<file path="src/include/cpc_pkg.sv">
/*
 * constants, field positions and carrier types shared by the converter
 * pin control register block and its self-checking bench.
 * assumes a single 125 mhz reference clock and a two-wire serial host.
 */
package cpc_pkg;

   // ------------------------------------------------------------
   // widths
   // ------------------------------------------------------------
   localparam int REG_W = 16;       // register width
   localparam int PIN_N = 8;        // configurable i/o pins
   localparam int CODE_W = 12;      // converter code width
   localparam int BYTE_W = 8;       // serial byte width

   // ------------------------------------------------------------
   // register pointers (first data byte after the address)
   // ------------------------------------------------------------
   localparam logic [7:0] PTR_GEN_CTRL = 8'h03;   // general_control
   localparam logic [7:0] PTR_ADC_SEL = 8'h04;    // analog_input_pin_select
   localparam logic [7:0] PTR_DAC_SEL = 8'h05;    // output pin select
   localparam logic [3:0] PTR_DAC_WR = 4'h1;      // upper nibble: converter write
   localparam int CH_LSB = 0;                     // channel field low bit
   localparam int CH_W = 3;                       // channel field width

   // ------------------------------------------------------------
   // general_control field positions
   // ------------------------------------------------------------
   localparam int GC_PRECH = 9;     // buffer_precharge_mode
   localparam int GC_BUF_EN = 8;    // input buffer enable
   localparam int GC_FREEZE = 7;    // pin configuration freeze
   localparam int GC_BCAST = 6;     // broadcast converter writes
   localparam int GC_ADC_SPAN = 5; // input span doubling
   localparam int GC_DAC_SPAN = 4; // output span doubling

   // ------------------------------------------------------------
   // writable masks and reset values
   // ------------------------------------------------------------
   localparam logic [15:0] GC_WR_MASK = 16'h03F0;
   localparam logic [15:0] SEL_WR_MASK = 16'h00FF;
   localparam logic [15:0] REG_RST = 16'h0000;
   localparam logic [3:0] BITS_PER_BYTE = 4'h8;

   // ------------------------------------------------------------
   // carrier for one converter load
   // ------------------------------------------------------------
   typedef struct packed {
      logic [7:0] load;    // one bit per channel, one-cycle pulse
      logic [11:0] code;   // code loaded into every marked channel
   } cpc_dac_wr_t;

   // ------------------------------------------------------------
   // serial link states
   // ------------------------------------------------------------
   typedef enum logic [2:0] {
      ST_IDLE = 3'b000,
      ST_ADDR = 3'b001,
      ST_ACK_A = 3'b010,
      ST_WR = 3'b011,
      ST_ACK_W = 3'b100,
      ST_RD = 3'b101,
      ST_RACK = 3'b110
   } cpc_state_t;

endpackage

</file>
<file path="src/rtl/cpc_sync.sv">
/*
 * two flip-flop synchroniser for one asynchronous level.
 * assumes the input may change at any time relative to i_ref_clk.
 */
`timescale 1ns/10ps
module cpc_sync #(
   parameter logic RST_VAL = 1'b1
) (
   input wire logic i_ref_clk,
   input wire logic i_resetn,
   input wire logic i_async,
   output logic o_sync
);
   // ------------------------------------------------------------
   // stages
   // ------------------------------------------------------------
   logic meta;   // first stage, read by the second only

   always_ff @(posedge i_ref_clk or negedge i_resetn) begin
      if (!i_resetn) begin
         meta <= RST_VAL;
         o_sync <= RST_VAL;
      end else begin
         meta <= i_async;
         o_sync <= meta;
      end
   end
endmodule

</file>
<file path="src/rtl/cpc_regs.sv">
/*
 * converter pin control registers behind a two-wire serial slave.
 * assumes scl and sda arrive as sampled pins (open drain resolved by
 * the surroundings) and that conversion busy comes from logic on i_ref_clk.
 */
`timescale 1ns/10ps
module cpc_regs #(
   parameter logic [6:0] DEV_ADDR = 7'h10   // bus address, arbitrary default
) (
   input wire logic i_ref_clk,
   input wire logic i_resetn,
   input wire logic i_scl,                 // serial clock pin
   input wire logic i_sda,                 // serial data pin level
   output logic o_sda_out,                 // data drive level, always low
   output logic o_sda_oe,                  // high while pulling data low
   input wire logic i_conv_busy,           // a conversion is in progress
   output logic o_buf_power,               // input buffer powered
   output logic o_adc_span,                // input range doubled
   output logic o_dac_span,                // output range doubled
   output logic [7:0] o_adc_pins,          // pins acting as inputs
   output logic [7:0] o_dac_pins,          // pins acting as outputs
   output cpc_pkg::cpc_dac_wr_t o_dac_wr   // converter load pulse
);
   // ------------------------------------------------------------
   // pin sampling
   // ------------------------------------------------------------
   logic scl_s;      // synchronised clock
   logic sda_s;      // synchronised data
   logic scl_d;      // previous scl_s
   logic sda_d;      // previous sda_s
   cpc_sync #(.RST_VAL(1'b1)) u_scl_sync (
      .i_ref_clk(i_ref_clk),
      .i_resetn(i_resetn),
      .i_async(i_scl),
      .o_sync(scl_s)
   );
   cpc_sync #(.RST_VAL(1'b1)) u_sda_sync (
      .i_ref_clk(i_ref_clk),
      .i_resetn(i_resetn),
      .i_async(i_sda),
      .o_sync(sda_s)
   );
   // edges seen on the second stage only
   wire logic scl_rise = scl_s & ~scl_d;
   wire logic scl_fall = ~scl_s & scl_d;
   wire logic start_c = scl_s & scl_d & sda_d & ~sda_s;
   wire logic stop_c = scl_s & scl_d & ~sda_d & sda_s;

   // ------------------------------------------------------------
   // state
   // ------------------------------------------------------------
   cpc_pkg::cpc_state_t state, next_state;       // link phase
   logic [3:0] bits, next_bits;                  // bits done in byte
   logic [7:0] shreg, next_shreg;                // receive shifter
   logic [15:0] rdata, next_rdata;               // transmit shifter
   logic rbyte, next_rbyte;                      // second read byte
   logic rw, next_rw;                            // read transfer
   logic [1:0] widx, next_widx;                  // 0 ptr, 1 high, 2 low
   logic [7:0] ptr, next_ptr;                    // register pointer
   logic [7:0] whi, next_whi;                    // held high byte
   logic [15:0] gc, next_gc;                     // general_control
   logic [15:0] adc_sel, next_adc_sel;           // input pin select
   logic [15:0] dac_sel, next_dac_sel;           // output pin select
   logic sda_oe, next_sda_oe;                    // data pull low
   logic buf_pw, next_buf_pw;                    // buffer power
   cpc_pkg::cpc_dac_wr_t dac_wr, next_dac_wr;    // load pulse

   // read mux: unknown pointers read as zero
   wire logic [15:0] rd_word = (ptr == cpc_pkg::PTR_GEN_CTRL) ? gc :
                               (ptr == cpc_pkg::PTR_ADC_SEL) ? adc_sel :
                               (ptr == cpc_pkg::PTR_DAC_SEL) ? dac_sel : cpc_pkg::REG_RST;

   // ------------------------------------------------------------
   // next state: link, registers, outputs
   // ------------------------------------------------------------
   always_comb begin
      logic [15:0] wd;
      wd = {whi, shreg};
      next_state = state;
      next_bits = bits;
      next_shreg = shreg;
      next_rdata = rdata;
      next_rbyte = rbyte;
      next_rw = rw;
      next_widx = widx;
      next_ptr = ptr;
      next_whi = whi;
      next_gc = gc;
      next_adc_sel = adc_sel;
      next_dac_sel = dac_sel;
      next_sda_oe = sda_oe;
      next_dac_wr = dac_wr;
      next_dac_wr.load = '0;   // load is a one-cycle pulse
      // buffer on when enabled; in precharge mode only while busy
      next_buf_pw = gc[cpc_pkg::GC_BUF_EN] &
                    (~gc[cpc_pkg::GC_PRECH] | i_conv_busy);
      if (start_c) begin
         // start or repeated start wins over everything
         next_state = cpc_pkg::ST_ADDR;
         next_bits = '0;
         next_sda_oe = 1'b0;
      end else if (stop_c) begin
         next_state = cpc_pkg::ST_IDLE;
         next_sda_oe = 1'b0;
      end else begin
         case (state)
            cpc_pkg::ST_ADDR, cpc_pkg::ST_WR: begin
               if (scl_rise) begin
                  next_shreg = {shreg[6:0], sda_s};
                  next_bits = bits + 4'h1;
               end else if (scl_fall && bits == cpc_pkg::BITS_PER_BYTE) begin
                  next_sda_oe = 1'b1;   // acknowledge
                  if (state == cpc_pkg::ST_ADDR) begin
                     // foreign address: drop off the bus quietly
                     next_rw = shreg[0];
                     next_sda_oe = (shreg[7:1] == DEV_ADDR);
                     next_state = (shreg[7:1] == DEV_ADDR) ? cpc_pkg::ST_ACK_A
                                                            : cpc_pkg::ST_IDLE;
                     next_widx = 2'h0;
                  end else begin
                     next_state = cpc_pkg::ST_ACK_W;
                     if (widx == 2'h0) begin
                        next_ptr = shreg;
                        next_widx = 2'h1;
                     end else if (widx == 2'h1) begin
                        next_whi = shreg;
                        next_widx = 2'h2;
                     end else begin
                        // word complete: commit, then allow another pair
                        next_widx = 2'h1;
                        if (ptr == cpc_pkg::PTR_GEN_CTRL)
                           next_gc = wd & cpc_pkg::GC_WR_MASK;
                        if (ptr == cpc_pkg::PTR_ADC_SEL && !gc[cpc_pkg::GC_FREEZE])
                           next_adc_sel = wd & cpc_pkg::SEL_WR_MASK;
                        if (ptr == cpc_pkg::PTR_DAC_SEL && !gc[cpc_pkg::GC_FREEZE])
                           next_dac_sel = wd & cpc_pkg::SEL_WR_MASK;
                        if (ptr[7:4] == cpc_pkg::PTR_DAC_WR) begin
                           next_dac_wr.code = wd[cpc_pkg::CODE_W-1:0];
                           if (gc[cpc_pkg::GC_BCAST])
                              next_dac_wr.load = dac_sel[7:0];
                           else
                              next_dac_wr.load = 8'h01 << ptr[cpc_pkg::CH_LSB +: cpc_pkg::CH_W];
                        end
                     end
                  end
               end
            end
            cpc_pkg::ST_ACK_A: begin
               if (scl_fall) begin
                  next_bits = '0;
                  if (rw) begin
                     // read: put first data bit on the line at once
                     next_rdata = rd_word;
                     next_rbyte = 1'b0;
                     next_sda_oe = ~rd_word[15];
                     next_state = cpc_pkg::ST_RD;
                  end else begin
                     next_sda_oe = 1'b0;
                     next_state = cpc_pkg::ST_WR;
                  end
               end
            end
            cpc_pkg::ST_ACK_W: begin
               if (scl_fall) begin
                  next_sda_oe = 1'b0;
                  next_bits = '0;
                  next_state = cpc_pkg::ST_WR;
               end
            end
            cpc_pkg::ST_RD: begin
               if (scl_fall) begin
                  next_bits = bits + 4'h1;
                  next_rdata = {rdata[14:0], 1'b0};
                  if (bits + 4'h1 == cpc_pkg::BITS_PER_BYTE) begin
                     next_sda_oe = 1'b0;   // host acknowledges
                     next_state = cpc_pkg::ST_RACK;
                  end else begin
                     next_sda_oe = ~rdata[14];
                  end
               end
            end
            cpc_pkg::ST_RACK: begin
               if (scl_rise && sda_s) begin
                  next_state = cpc_pkg::ST_IDLE;   // host refused more
               end else if (scl_fall) begin
                  // after the low byte the same register is sent again
                  next_bits = '0;
                  next_rbyte = ~rbyte;
                  next_state = cpc_pkg::ST_RD;
                  next_rdata = rbyte ? rd_word : rdata;
                  next_sda_oe = rbyte ? ~rd_word[15] : ~rdata[15];
               end
            end
            default: begin
               next_state = cpc_pkg::ST_IDLE;
            end
         endcase
      end
   end

   // ------------------------------------------------------------
   // registers
   // ------------------------------------------------------------
   always_ff @(posedge i_ref_clk or negedge i_resetn) begin
      if (!i_resetn) begin
         scl_d <= 1'b1;
         sda_d <= 1'b1;
         state <= cpc_pkg::ST_IDLE;
         bits <= '0;
         shreg <= '0;
         rdata <= cpc_pkg::REG_RST;
         rbyte <= 1'b0;
         rw <= 1'b0;
         widx <= 2'h0;
         ptr <= '0;
         whi <= '0;
         gc <= cpc_pkg::REG_RST;
         adc_sel <= cpc_pkg::REG_RST;
         dac_sel <= cpc_pkg::REG_RST;
         sda_oe <= 1'b0;
         buf_pw <= 1'b0;
         dac_wr <= '0;
         o_sda_out <= 1'b0;
      end else begin
         scl_d <= scl_s;
         sda_d <= sda_s;
         state <= next_state;
         bits <= next_bits;
         shreg <= next_shreg;
         rdata <= next_rdata;
         rbyte <= next_rbyte;
         rw <= next_rw;
         widx <= next_widx;
         ptr <= next_ptr;
         whi <= next_whi;
         gc <= next_gc;
         adc_sel <= next_adc_sel;
         dac_sel <= next_dac_sel;
         sda_oe <= next_sda_oe;
         buf_pw <= next_buf_pw;
         dac_wr <= next_dac_wr;
         o_sda_out <= 1'b0;   // open drain: only ever pulls low
      end
   end
   // outputs straight from flops
   assign o_sda_oe = sda_oe;
   assign o_buf_power = buf_pw;
   assign o_adc_span = gc[cpc_pkg::GC_ADC_SPAN];
   assign o_dac_span = gc[cpc_pkg::GC_DAC_SPAN];
   assign o_adc_pins = adc_sel[7:0];
   assign o_dac_pins = dac_sel[7:0];
   assign o_dac_wr = dac_wr;
endmodule

</file>
<file path="config.mk">
export PLATFORM = sky130hd
export DESIGN_NAME = cpc_regs
export DESIGN_NICKNAME = d
export VERILOG_FILES = /design/src/include/cpc_pkg.sv /design/src/rtl/cpc_sync.sv /design/src/rtl/cpc_regs.sv
export SDC_FILE = /design/constraint.sdc
export NUM_CORES = 1
export LEC_CHECK = 0
export ABC_AREA = 1
export BUFFER_PORTS_ARGS = -buffer_cell sky130_fd_sc_hd__buf_2
export CAP_MARGIN = 10
export CELL_PAD_IN_SITES_DETAIL_PLACEMENT = 1
export CELL_PAD_IN_SITES_GLOBAL_PLACEMENT = 2
export CORE_MARGIN = 1.5
export CORE_UTILIZATION = 32
export DETAILED_ROUTE_END_ITERATION = 10
export HOLD_SLACK_MARGIN = 0.1
export PLACE_DENSITY = 0.85
export SLEW_MARGIN = 15
export SYNTH_ARGS = -nofsm -noshare
export SYNTH_HDL_FRONTEND = slang
export SYNTH_SLANG_ARGS = --single-unit
export TNS_END_PERCENT = 10
</file>
<file path="constraint.sdc">
create_clock -name i_ref_clk -period 1.8 [get_ports i_ref_clk]
set_clock_uncertainty 0.2 [all_clocks]
set_input_delay 0.09 -clock i_ref_clk [delete_from_list [all_inputs] [get_ports i_ref_clk]]
set_output_delay 0.09 -clock i_ref_clk [all_outputs]
set_load 0.02 [all_outputs]
</file>
==> out/metrics.cfg <==
[worst_setup_path]
crit_type=flip-flop to flip-flop
cp.arrival_ns=1.92
path_common_cell=nor2_4
cp-end-kind=flip-flop
start_kind=flip-flop
cp_slowest_stage_delay_ns=0.54
critPathMaxFanout=16
crit_required_ns=1.84
path_delay_family=simple AND/OR/NAND/NOR gates
path_cells=inv_2 > nor2_4 > nand3_4 > nor2_4 > nand2_2 > nor2_4 > buf_12 > nand2_8 > nand2_1 > o21ai_2
reg2reg_slack_ns=-0.08
cp_num_buf_inv=2
cp_slowest_cell=dfstp_2

[place]
port_buffers=44
dp_cells=789
pre_cts_ws_ns=-0.175
dp_hpwl_mm=9.35
gp_congestion=0.853

[yosys]
synth_nets=539
seq_area_frac_synth=0.534
synth-compound-area-share=0.135
yosys-mux-area-fraction=0
ys_ff_latch=97
synth_warnings=0
syn_area_sq_mm=0.00456
syn_area_per_cell_sq_um=8.57
synth_xor_area_frac=0.00192
synthSimpleGateAreaFrac=0.254
synth.distinct_cells=33
synth_cells=532
synth_fa_ha_area_frac=0.00549
synth_top_family_by_area=simple AND/OR/NAND/NOR gates

[cts]
root_buffer=clkbuf_16
numCtsBuffers=9
htree_levels=3
worstSkewPairLatency_ns=0.36
cts_tree=done
clockBufferDepth=2
path_clk_slew_ns=0.07
cts_num_sinks=97

[run_status]
outcome=finished, violations left
violations=negative setup slack

[die]
initial_utilization=0.328
num_rows=43
coreArea_sq_mm=0.0139
io_pins=46
die-area_sq_mm=0.0150
die_w_um=122
fp.dieH_um=122

[run]
cap_violations=0

[sta]
fmax_mhz=532
hold_violations=0
slew_violations=0
min_period_ns=1.88
finalWorstSetupSlack_ns=-0.0803
rsz0062_at_grt=yes
period_share=1.04
setup_viol=45

[global_routing]
grt_usage=0.182
grt_max_degree=41
grt_antenna_before_repair=0
grt_pass1_wl_mm=21.1
grt_pass1_vias=4122
grt_overflow=0

[drt]
drt-wirelength-per-cell_um=15.6
drcViolationCount=0
drt_wl_total_mm=12.8
dr.pass1.iters=4
post_drt_via_cell_ratio=4.79
ant_nets=0
drtIter0Drc=157
num_vias=3926

[finish]
syn2layout_area_growth_pct=30.9
final_nets=641
diodes=0
drive_gt1_frac=0.310
fin_cells=819
fin_util=0.430

[hold_path]
hp-class=flip-flop to flip-flop

[power_and_ir_drop]
power_mw=4.79
pwr_density_cell_mw_per_mm2=804
leakagePower_nw=2.91
vdd_ir_drop_max_v=0.000563

[per-layer routing]
| layer | vias to the layer above | wire, um | GRT usage |
|---|---|---|---|
| li1 | 1922 | - | - |
| met1 | 1936 | 5740 | 0.240 |
| met2 | 53 | 6430 | 0.303 |
| met3 | 15 | 354 | 0.0260 |
| met4 | 0 | 240 | 0.0690 |
| met5 | - | 0 | 0 |
[worst reg2reg max path, cell delays in order, from the launching register on]
cell	delay, ns
dfstp_2	0.54
inv_2	0.05
nor2_4	0.13
nand3_4	0.10
nor2_4	0.13
nand2_2	0.08
nor2_4	0.13
buf_12	0.14
nand2_8	0.10
nand2_1	0.10
o21ai_2	0.05
[stage by stage]
| stage | hold slack, ns | cell area (sq um) | TNS, ns |
|---|---|---|---|
| 4_1_cts | 0.157 | 5780 | -1.74 |
| 3_3_place_gp | -0.149 | 5340 | -2.76 |
| 3_5_place_dp | -0.146 | 5340 | -5.63 |
| 6_report | 0.157 | 5960 | -1.60 |
| 2_1_floorplan | -0.406 | 4560 | -0.158 |
| 5_1_grt | 0.159 | 5960 | -8.64 |
[cells by family (layout without fill, tap and decap cells)]
group / count (synthesis) / count (layout)
compound gates: 99 / 99
simple gates: 264 / 265
flops: 97 / 97
other cells: 1 / 1
buf+inv: 68 / 174
fa+ha+maj: 2 / 2
xor+xnor: 1 / 1
[final timing paths]
kind,from,to,cells after the start
setup / recovery,scl_d$_DFF_PN1_,dac_sel[1]$_DFFE_PN0P_,10
hold reg to reg,u_sda_sync.meta$_DFF_PN1_,u_sda_sync.o_sync$_DFF_PN1_,0
hold / removal,u_sda_sync.meta$_DFF_PN1_,u_sda_sync.o_sync$_DFF_PN1_,0
setup reg to reg,scl_d$_DFF_PN1_,dac_sel[1]$_DFFE_PN0P_,10
max in group asynchronous,i_resetn,rdata[5]$_DFFE_PN0P_,4
min in group asynchronous,i_resetn,o_dac_wr[7]$_DFFE_PN0P_,3
[state kept, by name (all words and copies together), names as in the netlist, 2 cells and up]
register	cells
adc_sel	8
bits	4
dac_sel	8
gc	6
o_dac_wr	20
ptr	8
rdata	16
shreg	8
state	3
whi	4
widx	2
[layout make-up]
class                      count  area (sq um)
sequential                    97          2440
fill                        1636          7920
inverter                      51           196
multi-input combinational    368          1950
tap                          180           225
clock buffer                   9           225
clock inverter                 7           109
timing repair buffer         107           817
[Yosys cell counts]
cell,instances,area [sq um]
nand2_1,163,612
dfrtp_1,91,2280
inv_1,47,176
o21ai_0,45,225
nor2_1,38,143
nand3_1,30,150
o21ai_2,23,201
o21ai_1,9,45.0
a22oi_1,8,60.1
a21oi_1,7,35.0
dfstp_2,6,158
nand2_2,6,37.5
buf_2,5,25.0
buf_6,5,56.3
nand3_2,5,50.1
nand4_1,5,31.3
clkbuf_1,4,15.0
inv_2,4,15.0
nor2_2,4,25.0
nor3_1,4,20.0
buf_4,3,22.5
or2_2,3,18.8
a21boi_0,2,15.0
a31oi_1,2,12.5
ha_1,2,25.0
nand3_4,2,35.0
nor2_4,2,22.5
o22ai_1,2,12.5
conb_1,1,3.75
nand3b_1,1,7.51
o32ai_1,1,8.76
or2_0,1,6.26
xnor2_1,1,8.76
[where the power goes]
group          switching, mW  total (mW)  internal (mW)
registers             0.0294        2.26           2.23
logic                  0.224       0.370          0.146
clock network          0.914        2.16           1.25
total                   1.17        4.79           3.63
[cell usage in the layout, fill, tap and decap left out, types with 3 or more instances in the layout]
master           n
a21oi_1          6
a22oi_1          8
buf_12           7
buf_2           43
buf_4           50
clkbuf_16       10
dfrtp_1         90
dfstp_2          6
dlygate4sd3_1    5
inv_1           46
inv_2            4
nand2_1        154
nand2_2         11
nand2_4          3
nand3_1         28
nand3_2          6
nand3_4          3
nand4_1          5
nor2_1          28
nor2_2           9
nor2_4           7
nor3_1           4
o21ai_0         36
o21ai_1         18
o21ai_2         23
or2_2            3
[repair_timing]
| item | in CTS | in global routing |
|---|---|---|
| setup buffers | 0 | 7 |
| pin swaps | 1 | 3 |
| hold buffers | 5 | 0 |
| setup endpoints to repair | 58 | 77 |
| cloned | 0 | 2 |
| gates resized for setup | 16 | 32 |
| hold endpoints to repair | 100 | 0 |
(Power assumes the default switching activity.)
